`config.mk`:
```
export PLATFORM = sky130hd
export DESIGN_NAME = dsw_top
export DESIGN_NICKNAME = d
export VERILOG_FILES = /design/src/logic/dsw_pkg.sv /design/src/logic/dsw_cmd_if.sv /design/src/logic/dsw_cmd_latch.sv /design/src/logic/dsw_start_inhibit.sv /design/src/logic/dsw_top.sv
export VERILOG_INCLUDE_DIRS = /design/src /design/src/logic
export SDC_FILE = /design/constraint.sdc
export NUM_CORES = 1
export LEC_CHECK = 0
export BUFFER_PORTS_ARGS = -buffer_cell sky130_fd_sc_hd__buf_4
export CAP_MARGIN = 20
export CORE_AREA = 2 2 178 180
export CTS_BUF_LIST = sky130_fd_sc_hd__clkbuf_2
export DETAILED_ROUTE_END_ITERATION = 6
export DIE_AREA = 0 0 180 182
export PLACE_DENSITY = 0.59
export SYNTH_ARGS = -nofsm -noshare
export SYNTH_HDL_FRONTEND = slang
export SYNTH_HIERARCHICAL = 1
export SYNTH_SLANG_ARGS = --single-unit
```
`constraint.sdc`:
```
create_clock -name clk_i -period 2.85 [get_ports clk_i]
set_clock_uncertainty 0.05 [all_clocks]
set_input_delay 0.285 -clock clk_i [delete_from_list [all_inputs] [get_ports clk_i]]
set_output_delay 0.285 -clock clk_i [all_outputs]
set_load 0.05 [all_outputs]
```
`src/logic/dsw_consts.svh`:
```
// Offsets, field positions, reset values and limits of the status word builder
`ifndef DSW_CONSTS_SVH
`define DSW_CONSTS_SVH

`define DSW_ADDR_W 8
`define DSW_OFF_STATUS 8'h00
`define DSW_OFF_CTRL 8'h04
`define DSW_OFF_FREQ_LO 8'h08
`define DSW_OFF_FREQ_HI 8'h0c
`define DSW_OFF_TRQ_MOT 8'h10
`define DSW_OFF_TRQ_GEN 8'h14
`define DSW_OFF_DC_LO 8'h18
`define DSW_OFF_DC_HI 8'h1c
`define DSW_OFF_CMD 8'h20
`define DSW_OFF_EVENTS 8'h24

`define DSW_RST_CTRL 16'h0001
`define DSW_RST_FREQ_LO 16'h0000
`define DSW_RST_FREQ_HI 16'h4000
`define DSW_RST_TRQ 16'h4000
`define DSW_RST_DC_LO 16'h0000
`define DSW_RST_DC_HI 16'hffff
`define DSW_THERMAL_FULL 16'h0064

`define DSW_CTRL_PROFILE 0
`define DSW_EV_LINK 0
`define DSW_EV_TRIP 1

`define DSW_CMD_ON1 0
`define DSW_CMD_ON2 1
`define DSW_CMD_ON3 2
`define DSW_CMD_NOCOAST 3
`define DSW_CMD_RESET 7
`define DSW_CMD_VALID 10

`define DSW_ST_CTRL_RDY 0
`define DSW_ST_DRV_RDY 1
`define DSW_ST_ENABLE 2
`define DSW_ST_TRIP 3
`define DSW_ST_ON2 4
`define DSW_ST_ON3 5
`define DSW_ST_INHIBIT 6
`define DSW_ST_WARN 7
`define DSW_ST_SPEED 8
`define DSW_ST_BUS 9
`define DSW_ST_FREQ 10
`define DSW_ST_RUN 11
`define DSW_ST_AUTO 12
`define DSW_ST_VOLT 13
`define DSW_ST_TORQUE 14
`define DSW_ST_TIMER 15

`endif

```
`src/logic/dsw_pkg.sv`:
```
// Types and helper functions of the status word builder
package dsw_pkg;
    typedef logic [15:0] dsw_word_t;
    typedef enum logic {DSW_INH_ACTIVE, DSW_INH_CLEAR} dsw_inh_state_t;

    function automatic logic dsw_in_window(input dsw_word_t v, input dsw_word_t lo,
                                           input dsw_word_t hi);
        dsw_in_window = ($signed(v) >= $signed(lo)) && ($signed(v) <= $signed(hi));
    endfunction

    function automatic dsw_word_t dsw_abs(input dsw_word_t v);
        dsw_abs = v[15] ? dsw_word_t'(-v) : v;
    endfunction
endpackage

```
`src/logic/dsw_cmd_if.sv`:
```
// Accepted command word and its derived events, shared inside the builder
`timescale 1ns/1ps
interface dsw_cmd_if;
    logic [15:0] cmd;
    logic ack_pulse;
    logic start_inhibit;
    logic profile_std;
    modport latch (output cmd, output ack_pulse);
    modport inhibit (input cmd, input ack_pulse, input profile_std, output start_inhibit);
    modport owner (input cmd, input ack_pulse, input start_inhibit, output profile_std);
endinterface

```
`src/logic/dsw_cmd_latch.sv`:
```
// Holds the last valid command word and flags the acknowledge edge
`timescale 1ns/1ps
`include "dsw_consts.svh"
module dsw_cmd_latch import dsw_pkg::*; (
    input wire logic clk_i,
    input wire logic resetn_i,
    input wire logic [15:0] cmd_word_i,
    input wire logic cmd_valid_i,
    dsw_cmd_if.latch cmd_if
);
    dsw_word_t cmd_q;
    logic ack_q;
    // Words without the valid bit are dropped whole
    wire logic take = cmd_valid_i & cmd_word_i[`DSW_CMD_VALID]; // RQ19
    wire logic ack_d = take & cmd_word_i[`DSW_CMD_RESET] & ~cmd_q[`DSW_CMD_RESET];

    always_ff @(posedge clk_i or negedge resetn_i) begin
        if (!resetn_i) begin
            cmd_q <= 16'h0000;
            ack_q <= 1'b0;
        end else begin
            if (take) begin
                cmd_q <= cmd_word_i; // RQ20
            end
            ack_q <= ack_d;
        end
    end

    assign cmd_if.cmd = cmd_q;
    assign cmd_if.ack_pulse = ack_q;
endmodule // dsw_cmd_latch

```
`src/logic/dsw_start_inhibit.sv`:
```
// Start-not-possible state under the standard drive profile
`timescale 1ns/1ps
`include "dsw_consts.svh"
module dsw_start_inhibit import dsw_pkg::*; (
    input wire logic clk_i,
    input wire logic resetn_i,
    dsw_cmd_if.inhibit cmd_if
);
    dsw_inh_state_t state_q, state_d;
    wire logic off23 = ~cmd_if.cmd[`DSW_CMD_ON2] | ~cmd_if.cmd[`DSW_CMD_ON3];
    wire logic set_ev = cmd_if.ack_pulse | off23; // RQ8
    wire logic clr_ev = ~cmd_if.cmd[`DSW_CMD_ON1] & cmd_if.cmd[`DSW_CMD_ON2]
                      & cmd_if.cmd[`DSW_CMD_ON3] & cmd_if.cmd[`DSW_CMD_VALID]; // RQ8

    always_comb begin
        state_d = state_q;
        unique case (state_q)
            DSW_INH_ACTIVE: begin
                if (clr_ev && !set_ev) begin
                    state_d = DSW_INH_CLEAR;
                end
            end
            DSW_INH_CLEAR: begin
                if (set_ev) begin
                    state_d = DSW_INH_ACTIVE;
                end
            end
        endcase
    end

    // Power-up counts as a switch-on event, so reset enters the active state
    always_ff @(posedge clk_i or negedge resetn_i) begin
        if (!resetn_i) begin
            state_q <= DSW_INH_ACTIVE; // RQ8
        end else begin
            state_q <= state_d;
        end
    end

    assign cmd_if.start_inhibit = cmd_if.profile_std & (state_q == DSW_INH_ACTIVE); // RQ8
endmodule // dsw_start_inhibit

```
`src/logic/dsw_top.sv`:
```
// Drive status word builder: condition flags and command mirror into one word
//
// What this block does
// RQ1: Reports drive state as one 16-bit status word, bits 00 to 15.
// RQ2: Bit 00 low if command bits 00-02 low or tripped, else high.
// RQ3: Bit 01 as bit 00, and also needs the power unit supplied.
// RQ4: Bit 02 high only with command bits 00-03 high and no trip.
// RQ5: Bit 03 shows trip; trip holds until a reset acknowledge.
// RQ6: Bit 04 mirrors command bit 01.
// RQ7: Bit 05 mirrors command bit 02.
// RQ8: Bit 06 start inhibit set by ack, stops, power-up; cleared by command pattern.
// RQ9: Bit 07 shows any active warning.
// RQ10: Bit 08 high when motor speed matches its reference.
// RQ11: Bit 09 high when bus control is possible, low on local control.
// RQ12: Bit 10 high while output frequency is within warning limits.
// RQ13: Bit 11 high with a start signal or nonzero output frequency.
// RQ14: Bit 12 high while stopped by temporary overload, auto restart.
// RQ15: Bit 13 high when DC link voltage is outside its limits.
// RQ16: Bit 14 high when torque exceeds motor or generator limit.
// RQ17: Bit 15 high when a thermal timer passes 100 percent.
// RQ18: Link loss or internal communication fault forces the word to zero.
// RQ19: Master must set command bit 10; otherwise the word is ignored.
// RQ20: Word is registered every clock and clears to zero on reset.
`timescale 1ns/1ps
`include "dsw_consts.svh"
module dsw_top import dsw_pkg::*; (
    input wire logic clk_i,
    input wire logic resetn_i,
    // Register port
    input wire logic [`DSW_ADDR_W-1:0] reg_addr_i,
    input wire logic [15:0] reg_wdata_i,
    input wire logic reg_we_i,
    input wire logic reg_re_i,
    output logic [15:0] reg_rdata_o,
    // Command word from the fieldbus master
    input wire logic [15:0] cmd_word_i,
    input wire logic cmd_valid_i,
    // Drive condition flags
    input wire logic trip_i,
    input wire logic power_unit_ok_i,
    input wire logic warning_i,
    input wire logic speed_at_ref_i,
    input wire logic local_stop_i,
    input wire logic ref_site_remote_i,
    input wire logic start_signal_i,
    input wire logic overload_stop_i,
    input wire logic link_lost_i,
    input wire logic comm_fault_i,
    // Measured values
    input wire logic [15:0] actual_output_frequency_value_i,
    input wire logic [15:0] dc_link_voltage_i,
    input wire logic [15:0] torque_i,
    input wire logic [15:0] motor_thermal_i,
    input wire logic [15:0] drive_thermal_i,
    // Results
    output logic [15:0] drive_status_word_o,
    output logic trip_latched_o
);
    dsw_cmd_if cmd_if ();

    dsw_cmd_latch u_latch (
        .clk_i(clk_i),
        .resetn_i(resetn_i),
        .cmd_word_i(cmd_word_i),
        .cmd_valid_i(cmd_valid_i),
        .cmd_if(cmd_if.latch)
    );

    dsw_start_inhibit u_inhibit (
        .clk_i(clk_i),
        .resetn_i(resetn_i),
        .cmd_if(cmd_if.inhibit)
    );

    // Software registers
    dsw_word_t ctrl_q;
    dsw_word_t freq_lo_q;
    dsw_word_t freq_hi_q;
    dsw_word_t trq_mot_q;
    dsw_word_t trq_gen_q;
    dsw_word_t dc_lo_q;
    dsw_word_t dc_hi_q;
    logic link_seen_q;
    logic trip_seen_q;
    logic trip_q;
    dsw_word_t status_q;
    dsw_word_t status_d;
    dsw_word_t rdata_q;
    dsw_word_t rdata_d;

    // Address decode
    wire logic wr_ctrl = reg_we_i && (reg_addr_i == `DSW_OFF_CTRL);
    wire logic wr_freq_lo = reg_we_i && (reg_addr_i == `DSW_OFF_FREQ_LO);
    wire logic wr_freq_hi = reg_we_i && (reg_addr_i == `DSW_OFF_FREQ_HI);
    wire logic wr_trq_mot = reg_we_i && (reg_addr_i == `DSW_OFF_TRQ_MOT);
    wire logic wr_trq_gen = reg_we_i && (reg_addr_i == `DSW_OFF_TRQ_GEN);
    wire logic wr_dc_lo = reg_we_i && (reg_addr_i == `DSW_OFF_DC_LO);
    wire logic wr_dc_hi = reg_we_i && (reg_addr_i == `DSW_OFF_DC_HI);
    wire logic wr_events = reg_we_i && (reg_addr_i == `DSW_OFF_EVENTS);

    assign cmd_if.profile_std = ctrl_q[`DSW_CTRL_PROFILE];

    // Command bits as accepted
    wire dsw_word_t cmd = cmd_if.cmd;
    wire logic on1 = cmd[`DSW_CMD_ON1];
    wire logic on2 = cmd[`DSW_CMD_ON2];
    wire logic on3 = cmd[`DSW_CMD_ON3];
    wire logic no_coast = cmd[`DSW_CMD_NOCOAST];
    wire logic all_on = on1 & on2 & on3;

    // Trip stays latched until acknowledged with the cause gone
    wire logic trip_now = trip_i | trip_q;
    wire logic trip_clr = cmd_if.ack_pulse & ~trip_i;

    always_ff @(posedge clk_i or negedge resetn_i) begin
        if (!resetn_i) begin
            trip_q <= 1'b0;
        end else if (trip_i) begin
            trip_q <= 1'b1; // RQ5
        end else if (trip_clr) begin
            trip_q <= 1'b0; // RQ5
        end
    end

    // Conditions derived from measured values and drive condition flags
    wire logic freq_ok = dsw_in_window(actual_output_frequency_value_i,
                                       freq_lo_q, freq_hi_q); // RQ12
    wire logic dc_bad = ~dsw_in_window(dc_link_voltage_i, dc_lo_q, dc_hi_q); // RQ15
    wire dsw_word_t trq_mag = dsw_abs(torque_i);
    wire logic trq_mot_over = ~torque_i[15] & (trq_mag > trq_mot_q);
    wire logic trq_gen_over = torque_i[15] & (trq_mag > trq_gen_q);
    wire logic trq_over = trq_mot_over | trq_gen_over; // RQ16
    wire logic thermal_over = (motor_thermal_i > `DSW_THERMAL_FULL)
                            | (drive_thermal_i > `DSW_THERMAL_FULL); // RQ17
    wire logic running = start_signal_i
                       | (actual_output_frequency_value_i != 16'h0000); // RQ13
    wire logic bus_ctrl = ref_site_remote_i & ~local_stop_i; // RQ11
    wire logic link_bad = link_lost_i | comm_fault_i;

    // Status word assembly
    always_comb begin
        status_d = 16'h0000;
        status_d[`DSW_ST_CTRL_RDY] = all_on & ~trip_now; // RQ2
        status_d[`DSW_ST_DRV_RDY] = all_on & ~trip_now & power_unit_ok_i; // RQ3
        status_d[`DSW_ST_ENABLE] = all_on & no_coast & ~trip_now; // RQ4
        status_d[`DSW_ST_TRIP] = trip_now; // RQ5
        status_d[`DSW_ST_ON2] = on2; // RQ6
        status_d[`DSW_ST_ON3] = on3; // RQ7
        status_d[`DSW_ST_INHIBIT] = cmd_if.start_inhibit; // RQ8
        status_d[`DSW_ST_WARN] = warning_i; // RQ9
        status_d[`DSW_ST_SPEED] = speed_at_ref_i; // RQ10
        status_d[`DSW_ST_BUS] = bus_ctrl; // RQ11
        status_d[`DSW_ST_FREQ] = freq_ok; // RQ12
        status_d[`DSW_ST_RUN] = running; // RQ13
        status_d[`DSW_ST_AUTO] = overload_stop_i & ~trip_now; // RQ14
        status_d[`DSW_ST_VOLT] = dc_bad; // RQ15
        status_d[`DSW_ST_TORQUE] = trq_over; // RQ16
        status_d[`DSW_ST_TIMER] = thermal_over; // RQ17
        if (link_bad) begin
            status_d = 16'h0000; // RQ18
        end
    end

    always_ff @(posedge clk_i or negedge resetn_i) begin
        if (!resetn_i) begin
            status_q <= 16'h0000; // RQ20
        end else begin
            status_q <= status_d; // RQ1
        end
    end

    // Configuration registers
    always_ff @(posedge clk_i or negedge resetn_i) begin
        if (!resetn_i) begin
            ctrl_q <= `DSW_RST_CTRL;
            freq_lo_q <= `DSW_RST_FREQ_LO;
            freq_hi_q <= `DSW_RST_FREQ_HI;
            trq_mot_q <= `DSW_RST_TRQ;
            trq_gen_q <= `DSW_RST_TRQ;
            dc_lo_q <= `DSW_RST_DC_LO;
            dc_hi_q <= `DSW_RST_DC_HI;
        end else begin
            if (wr_ctrl) begin
                ctrl_q <= {15'h0000, reg_wdata_i[`DSW_CTRL_PROFILE]};
            end
            if (wr_freq_lo) begin
                freq_lo_q <= reg_wdata_i;
            end
            if (wr_freq_hi) begin
                freq_hi_q <= reg_wdata_i;
            end
            if (wr_trq_mot) begin
                trq_mot_q <= reg_wdata_i;
            end
            if (wr_trq_gen) begin
                trq_gen_q <= reg_wdata_i;
            end
            if (wr_dc_lo) begin
                dc_lo_q <= reg_wdata_i;
            end
            if (wr_dc_hi) begin
                dc_hi_q <= reg_wdata_i;
            end
        end
    end

    // Sticky event flags, write one to clear; a new event in the clear cycle wins
    wire logic link_seen_d = link_bad
                           | (link_seen_q & ~(wr_events & reg_wdata_i[`DSW_EV_LINK]));
    wire logic trip_seen_d = trip_i
                           | (trip_seen_q & ~(wr_events & reg_wdata_i[`DSW_EV_TRIP]));

    always_ff @(posedge clk_i or negedge resetn_i) begin
        if (!resetn_i) begin
            link_seen_q <= 1'b0;
            trip_seen_q <= 1'b0;
        end else begin
            link_seen_q <= link_seen_d;
            trip_seen_q <= trip_seen_d;
        end
    end

    // Read mux; unmapped addresses read zero
    always_comb begin
        rdata_d = 16'h0000;
        if (reg_re_i) begin
            unique case (reg_addr_i)
                `DSW_OFF_STATUS: rdata_d = status_q;
                `DSW_OFF_CTRL: rdata_d = ctrl_q;
                `DSW_OFF_FREQ_LO: rdata_d = freq_lo_q;
                `DSW_OFF_FREQ_HI: rdata_d = freq_hi_q;
                `DSW_OFF_TRQ_MOT: rdata_d = trq_mot_q;
                `DSW_OFF_TRQ_GEN: rdata_d = trq_gen_q;
                `DSW_OFF_DC_LO: rdata_d = dc_lo_q;
                `DSW_OFF_DC_HI: rdata_d = dc_hi_q;
                `DSW_OFF_CMD: rdata_d = cmd;
                `DSW_OFF_EVENTS: rdata_d = {14'h0000, trip_seen_q, link_seen_q};
                default: rdata_d = 16'h0000;
            endcase
        end
    end

    // Read data stands only in the cycle after the strobe
    always_ff @(posedge clk_i or negedge resetn_i) begin
        if (!resetn_i) begin
            rdata_q <= 16'h0000;
        end else begin
            rdata_q <= rdata_d;
        end
    end

    assign reg_rdata_o = rdata_q;
    assign drive_status_word_o = status_q;
    assign trip_latched_o = trip_q;
endmodule // dsw_top

```
# Word level (Yosys, flattened, before mapping)
# Cells that the tools add are included.
# word_totals
register_bits	150
latch_bits	0
mem_bits_rw	0
mem_bits_ro	0
input_bits	135
memories	0
# op_classes
add_sub_neg	1
n_mul	0
div	0
order_cmp	8
n_eq_ne	9
shifts	0
mux	9
n_bitwise	43
reduce_logical	15
# op_table
cell	n
$pmux W16 S10	1
$mux W16	3
$eq A8 B5 Y1 const B	4
$ge A16 B16 Y1	2
$gt A16 B16 Y1	2
$gt A16 B7 Y1 const B	2
$le A16 B16 Y1	2
$and A1 B1 Y1	22
$eq A8 B4 Y1 const B	2
$eq A8 B6 Y1 const B	2
$neg A16 Y16	1
$reduce_bool A16 Y1	1
$not A1 Y1	12
$logic_and A1 B1 Y1	11
$or A1 B1 Y1	9
$eq A8 B3 Y1 const B	1
$logic_not A8 Y1	1
$mux W1	4
$pmux W1 S2	1
$reduce_bool A2 Y1	1
$logic_not A1 Y1	1

# Depth between registers and ports, before layout
# Gate-level depths: netlist of run 1.
# logic_depth
ltp_word	7
depth_mapped	13
ltp_nobuf	13

# Hierarchy
# Netlist of run 1, hierarchy kept.
# modules_own_cells
mod	instances	cells_per_inst	area_each_um2
dsw_top	1	805	8439.3
dsw_cmd_latch	1	36	661.9
dsw_start_inhibit	1	6	57.6

# Least setup slack after synthesis of run 1
# OpenSTA, ideal clock, no wires.
# synth_timing
kind	input port to flip-flop
from	in torque_i[0]
to	reg status_q[14] (netlist: drive_status_word_o[14])
setup_time_ps	120
t_arrival_ps	2606
t_required_ps	2680
path_slack_ps	74
stages	11
n_path_buf	0
cell_sequence	inv_1 -> ha_1 -> nand2_1 -> or3_1 -> nand2b_1 -> o41ai_1 -> xnor2_1 -> ha_1 -> nand4_1 -> or4_1 -> a41o_1
# synth_via
elab_chain_cells	6
elab_cells_between_ends	8
# synth_lines
element	line_no	rtl
start: declaration	dsw_top.sv:52	input wire logic [15:0] torque_i,
$neg A16 Y16	dsw_pkg.sv:12	dsw_abs = v[15] ? dsw_word_t'(-v) : v;
$mux W16 *	dsw_pkg.sv:12	
$gt A16 B16 Y1 (on tied branches)	dsw_top.sv:130, dsw_top.sv:131	
$and A1 B1 Y1 (on tied branches)	dsw_top.sv:130, dsw_top.sv:131	
$or A1 B1 Y1 *	dsw_top.sv:132	wire logic trq_over = trq_mot_over | trq_gen_over;
$mux W16 *	dsw_top.sv:159	if (link_bad) begin
via status_d[14]	dsw_top.sv:87	dsw_word_t status_d;
end signal: assignment	dsw_top.sv:168	status_q <= status_d;
end: declaration	dsw_top.sv:86	dsw_word_t status_q;
# The timed path passes the listed nets; every way through them passes the cells marked *.
# A chain may end at the register's enable or synchronous reset.

# Worst setup path after layout of run 1
# layout_timing
from	reg freq_hi_q[10]
to	reg status_q[10] (netlist: drive_status_word_o[10])
# layout_via
elab_chain_cells	3
# layout_lines
element	line_no	rtl
start: declaration	dsw_top.sv:78	dsw_word_t freq_hi_q;
start signal: assignment	dsw_top.sv:177	freq_hi_q <= `DSW_RST_FREQ_HI;
start signal: assignment	dsw_top.sv:190	freq_hi_q <= reg_wdata_i;
$le A16 B16 Y1	dsw_pkg.sv:8	dsw_in_window = ($signed(v) >= $signed(lo)) && ($signed(v) <= $signed(hi));
$logic_and A1 B1 Y1	dsw_pkg.sv:8	
$mux W16	dsw_top.sv:159	
via status_d[10]	dsw_top.sv:87	
# The timed path passes the listed nets, and every way through them passes these cells.

==> results of run 1 <==
-- kinds of logic (layout without fill, tap and decap cells) --
group | Yosys count | in the layout | share of synthesized area
AOI/OAI and AO/OA | 173 | 173 | 0.132
xor gates and xnor gates | 13 | 13 | 0.0124
adders and majority gates | 97 | 97 | 0.133
buffers and inverters | 123 | 392 | 0.0531
DFF | 150 | 150 | 0.413
muxes | 118 | 118 | 0.152
other | 0 | 1 | 0
and+or+nand+nor | 173 | 173 | 0.106
-- per-stage QoR --
step / TNS, ns / util / cell area, µm²
4_1_cts: 0 / 0.384 / 11900
3_3_place_gp: -0.138 / 0.357 / 11100
2_1_floorplan: 0 / - / 9160
6_report: 0 / 0.385 / 11900
5_1_grt: 0 / 0.385 / 11900
3_5_place_dp: -0.240 / 0.357 / 11100
-- state kept, by name (all words and copies together) (netlist names) --
| name | count |
|---|---|
| dc_hi_q | 16 |
| trip_seen_q | 1 |
| trip_latched_o | 1 |
| freq_lo_q | 16 |
| u_latch/cmd_if.ack_pulse | 1 |
| reg_rdata_o | 16 |
| freq_hi_q | 16 |
| trq_gen_q | 16 |
| drive_status_word_o | 16 |
| trq_mot_q | 16 |
| u_latch/cmd_if.cmd | 16 |
| link_seen_q | 1 |
| u_inhibit/state_q | 1 |
| ctrl_q | 1 |
| dc_lo_q | 16 |
-- critical path: stages, from the launching register on --
cell and delay, ns:
dfrtp_1 0.48, inv_1 0.07, ha_1 0.28, and3_1 0.18, a221oi_1 0.26, a21oi_1 0.11, a2111oi_1 0.41, mux2_2 0.38
a211oi_1 0.27
-- worst paths after layout --
check	cells after the start	end
max	8	drive_status_word_o[10]
min	2	drive_status_word_o[2]
max reg2reg	8	drive_status_word_o[10]
min reg2reg	1	u_inhibit/state_q
max in group asynchronous	3	dc_hi_q[13]
min in group clk_i	5	drive_status_word_o[13]
-- what timing repair did --
action | 4_1_cts | 5_1_grt
endpoints found under the hold margin | 247 | 1
gates resized for setup | 0 | 1
endpoints found under the setup margin | 0 | 1
buffers inserted | 0 | 0
hold buffers | 63 | 1
-- synthesized netlist by cell type, types with 13 or more instances --
library cell	number
xnor2_1	13
a22oi_1	24
clkbuf_1	13
a222oi_1	13
dfrtp_1	130
dfstp_2	20
a31oi_1	14
a21oi_1	31
a21o_1	17
inv_1	100
o21ai_0	24
nand2_1	44
nand4_1	20
mux2_4	18
mux2_2	96
nor4_1	15
ha_1	97
nor2_1	25
-- routing by layer --
metal	part of all wire	routed length, µm
met5	0	0
met4	0.021	637
met3	0.071	2160
met2	0.47	14200
met1	0.44	13400
-- layout make-up --
class	instances	area [µm²]	area share
antenna	1	2.50	0.000210
clock buffer	19	95.1	0.00797
clock inverter	12	129	0.0108
inverter	100	375	0.0315
multi-input combinational	574	4890	0.410
sequential	150	3780	0.317
tap	402	503	0.0422
timing repair buffer	261	2150	0.180
-- report_power, final --
group / internal (mW) / switching [mW] / total [mW]
clock network: 0.406 / 0.803 / 1.21
registers: 2.25 / 0.107 / 2.36
logic: 0.482 / 0.483 / 0.965
==> qor.yml, run 1 <==
worstHoldPathType: "input port to asynchronous set/reset pin"
dr_total_vias: 7815
synthDominantCellAreaShare: 0.355
ys_async_sr_fraction: 1.00
antenna_found_initial: 2
cts_made_buffers: 17
path_class: "flip-flop to flip-flop"
whs_ns: 0.0617
gr-total-overflow: 0
first_iter_violations: 620
grt_pass1_vias: 8067
layout_commonest_cell: "buf_4"
tightest_slew_ns: 0.821
period_share: 0.906
power_mw: 4.53
r2r_slack_ns: 0.27
firstDrtPassIters: 5
r2r_start: "freq_hi_q[10]"
rsz0062_at_grt: "no"
routedWlPerCell_um: 20.0
ys_dominant_reg_cell: "dfrtp_1"
track_usage: 0.186
power_per_cell_area_mw_per_mm2: 380
core_area_mm2: 0.0310
num_rows: 65
cts_max_level: 4
fin_crit_ns: 2.58
synth_area_mm2: 0.00916
syn-instance-count: 847
clkSinkCount: 150
grt_use_met2: 0.305
die_w_um: 180
layout.nets: 1336
syn_area_per_cell_um2: 10.8
cts_tree: "yes"
outcome: "finished clean"
routed_wl_um: 30400
dp_cells: 1423
ys_seq_area_frac: 0.413
grt_max_degree: 78
start_util: 0.296
setup_ws_ns: 0.269
pre_cts_ws_ns: -0.240
clockBufferDepth: 2
grt_pass1_wl_um: 46500
crit_start: "freq_hi_q[10]"
clk_pin_slew_ns: 0.23
cp-end-kind: "flip-flop"
dieArea_mm2: 0.0328
num_io_pins: 168
portBuffers: 167
maxCapViolations: 0
ir_drop_mv: 0.248
drc_errors: 0
drive_gt1_frac: 0.337
gr-usage-met1: 0.246
final_antenna_net_count: 0
gp_congestion: 0.863
fmax_mhz: 387
arrival_ns: 3.18
yosys.cell_types.count: 59
cp_data_required_time_ns: 3.45
clock-root-buffer: "clkbuf_2"
slew_headroom: 0.451
place_hpwl_um: 24100
syn_to_final_growth_pct: 30.2
gr-max-usage-layer: "met2"
synth_seq_cells: 150
synth-edff-count: 0
synth_fp_nets: 1079
synth_top_cell_by_area: "dfrtp_1"
grt_util_met3: 0.0451
final_cell_mix: "buf_4 (194), dfrtp_1 (130), inv_1 (100)"
synth_area_leaders: "dfrtp_1 (36%), ha_1 (13%), mux2_2 (12%), dfstp_2 (5.7%), inv_1 (4.1%)"
final_max_slew_viol_count: 0
hold_viol: 0
insertion_delay_ns: 0.73
fin_cells: 1519
setup-violations-final: 0
leakage_nw: 5.39
cp-start-kind: "flip-flop"
vias_per_cell: 5.14
yosysWarningCount: 6
crit_fanout: 3
die_y_um: 182
fillerInstances: 3080
Power figures use the tool's default switching activity.
==> inputs of run 2 (changes only) <==
--- a/config.mk
+++ b/config.mk
@@ -9,7 +9,7 @@
 export BUFFER_PORTS_ARGS = -buffer_cell sky130_fd_sc_hd__buf_4
 export CAP_MARGIN = 20
 export CORE_AREA = 2 2 178 180
-export CTS_BUF_LIST = sky130_fd_sc_hd__clkbuf_2
+export CTS_BUF_LIST = sky130_fd_sc_hd__clkbuf_4 sky130_fd_sc_hd__clkbuf_8 sky130_fd_sc_hd__clkbuf_16
 export DETAILED_ROUTE_END_ITERATION = 6
 export DIE_AREA = 0 0 180 182
 export PLACE_DENSITY = 0.59
==> run 2 against run 1 <==
  * Setup slack got worse by 0.063 ns
  * Final cell count decreased by 4.0%
  * Routed wire length down 1.7%
  * Clock power up 83%
  * Flip-flop and latch count unchanged
  * Sequential power about the same
==> qor.yml, run 2 (synthesis results as in run 1) <==
outcome: "finished clean"
gp_congestion: 0.863  # unchanged
tightest_slew_ns: 0.828  # +0.00757 ns
period_share: 0.928  # +0.0221
postLayoutCoreUtil: 0.377  # -0.00832
drc_errors: 0  # unchanged
layout.nets: 1276  # -4.5%
path_class: "input port to flip-flop"
setup-violations-final: 0  # unchanged
grt_pass1_vias: 7752  # -3.9%
core_area_mm2: 0.0310  # unchanged
maxCapViolations: 0  # unchanged
routed_wl_um: 29900  # -1.7%
syn_to_final_growth_pct: 27.4
cp-start-kind: "input port"
drive_gt1_frac: 0.356  # +0.0191
antenna_found_initial: 1  # -1
fmax_mhz: 378  # -2.4%
firstDrtPassIters: 5  # unchanged
grt_pass1_wl_um: 45500  # -2.0%
dr_total_vias: 7561  # -3.3%
cts_made_buffers: 17  # unchanged
layout_commonest_cell: "buf_4"
grt_max_degree: 78  # unchanged
whs_ns: 0.0171  # -0.0446 ns
num_rows: 65  # unchanged
crit_fanout: 3  # unchanged
first_iter_violations: 612  # -1.3%
clockBufferDepth: 2  # unchanged
cp_data_required_time_ns: 3.12  # -0.33 ns
track_usage: 0.184  # -0.00255
power_per_cell_area_mw_per_mm2: 469  # +23%
insertion_delay_ns: 0.43  # -0.30 ns
final_antenna_net_count: 0  # unchanged
final_cell_mix: "buf_4 (194), dfrtp_1 (130), inv_1 (100)"
num_io_pins: 168  # unchanged
die_y_um: 182  # unchanged
dieArea_mm2: 0.0328  # unchanged
final_max_slew_viol_count: 0  # unchanged
diodes: 0  # -1
place_hpwl_um: 24100  # unchanged
fin_crit_ns: 2.64  # +0.0630 ns
leakage_nw: 5.27  # -2.2%
cts_max_level: 4  # unchanged
die_w_um: 180  # unchanged
vias_per_cell: 5.19  # +0.80%
slew_headroom: 0.443  # -0.00812
worstHoldPathType: "input port to flip-flop"
routedWlPerCell_um: 20.5  # +2.5%
cts_tree: "yes"
arrival_ns: 2.92  # -0.26 ns
rsz0062_at_grt: "no"
ir_drop_mv: 0.376  # +52%
start_util: 0.296  # unchanged
clk_pin_slew_ns: 0.06  # -0.17 ns
cp-end-kind: "flip-flop"
hold_viol: 0  # unchanged
clock-root-buffer: "clkbuf_16"
clkSinkCount: 150  # unchanged
gr-total-overflow: 0  # unchanged
portBuffers: 167  # unchanged
## run 2: cell count changes in the layout (fill, tap and decap cells not counted)
cell           previous run  this run
clkbuf_16                 0        17
clkbuf_2                 19         0
clkbuf_4                  0         2
diode_2                   1         0
dlygate4sd3_1            64         4
## run 2: critical path: stages
cell and delay (ns):
buf_4 0.11, inv_1 0.07, ha_1 0.16, nand2_1 0.06
or3_1 0.33, nand2b_1 0.19, o41ai_1 0.33, xnor2_1 0.16
ha_1 0.31, nand4_1 0.13, or4_1 0.54, a41o_1 0.25
## run 2: per-stage QoR
stage | cell area [µm²] | instances | power [mW] | setup WS [ns] | setup TNS, ns
finish | 11700 | 1458 | 5.47 | 0.206 | 0
global route | 11700 | 1458 | 5.72 | 0.00138 | 0
CTS | 11700 | 1458 | 5.52 | 0.211 | 0
detailed placement | 11100 | 1423 | 3.29 | -0.240 | -0.240
global placement | 11100 | 1423 | 3.27 | -0.138 | -0.138
floorplan | 9160 | 847 | 2.83 | 0.0739 | 0
## run 2: layout make-up
type                    instances  area (µm²)
repair buffers                201        1550
well taps                     402         503
flip-flops and latches        150        3780
multi-input cells             574        4890
clock inverters                12         129
clock buffers                  19         440
fillers                      3070       19300
inverters                     100         375
## run 2: routing by layer
layer | share of wire | GRT usage | up-vias
li1 | - | - | 3529
met1 | 0.44 | 0.243 | 3705
met2 | 0.47 | 0.299 | 290
met3 | 0.068 | 0.0453 | 37
met4 | 0.020 | 0.0478 | 0
met5 | 0 | 0 | -
## run 2: what timing repair did
item | in CTS | in global routing
setup buffers | 0 | 0
endpoints found under the setup margin | 0 | 1
gates resized for setup | 0 | 1
hold buffers | 4 | 0
endpoints found under the hold margin | 65 | 0
## run 2: worst paths after layout
kind,depth (start not counted),start,end,slack [ns]
min in group asynchronous,2,resetn_i,u_latch/cmd_if.cmd[2],0.39
max,12,torque_i[0],drive_status_word_o[14],0.21
max in group asynchronous,3,resetn_i,trq_gen_q[14],1.52
max reg2reg,8,freq_hi_q[10],drive_status_word_o[10],0.28
min reg2reg,1,u_latch/cmd_if.ack_pulse,u_inhibit/state_q,0.41
min,2,speed_at_ref_i,drive_status_word_o[8],0.02
## run 2: power by group
| part | switching (mW) | leakage [nW] | internal [mW] |
|---|---|---|---|
| registers | 0.107 | 1.95 | 2.25 |
| logic | 0.469 | 3.05 | 0.433 |
| clock network | 0.910 | 0.277 | 1.30 |
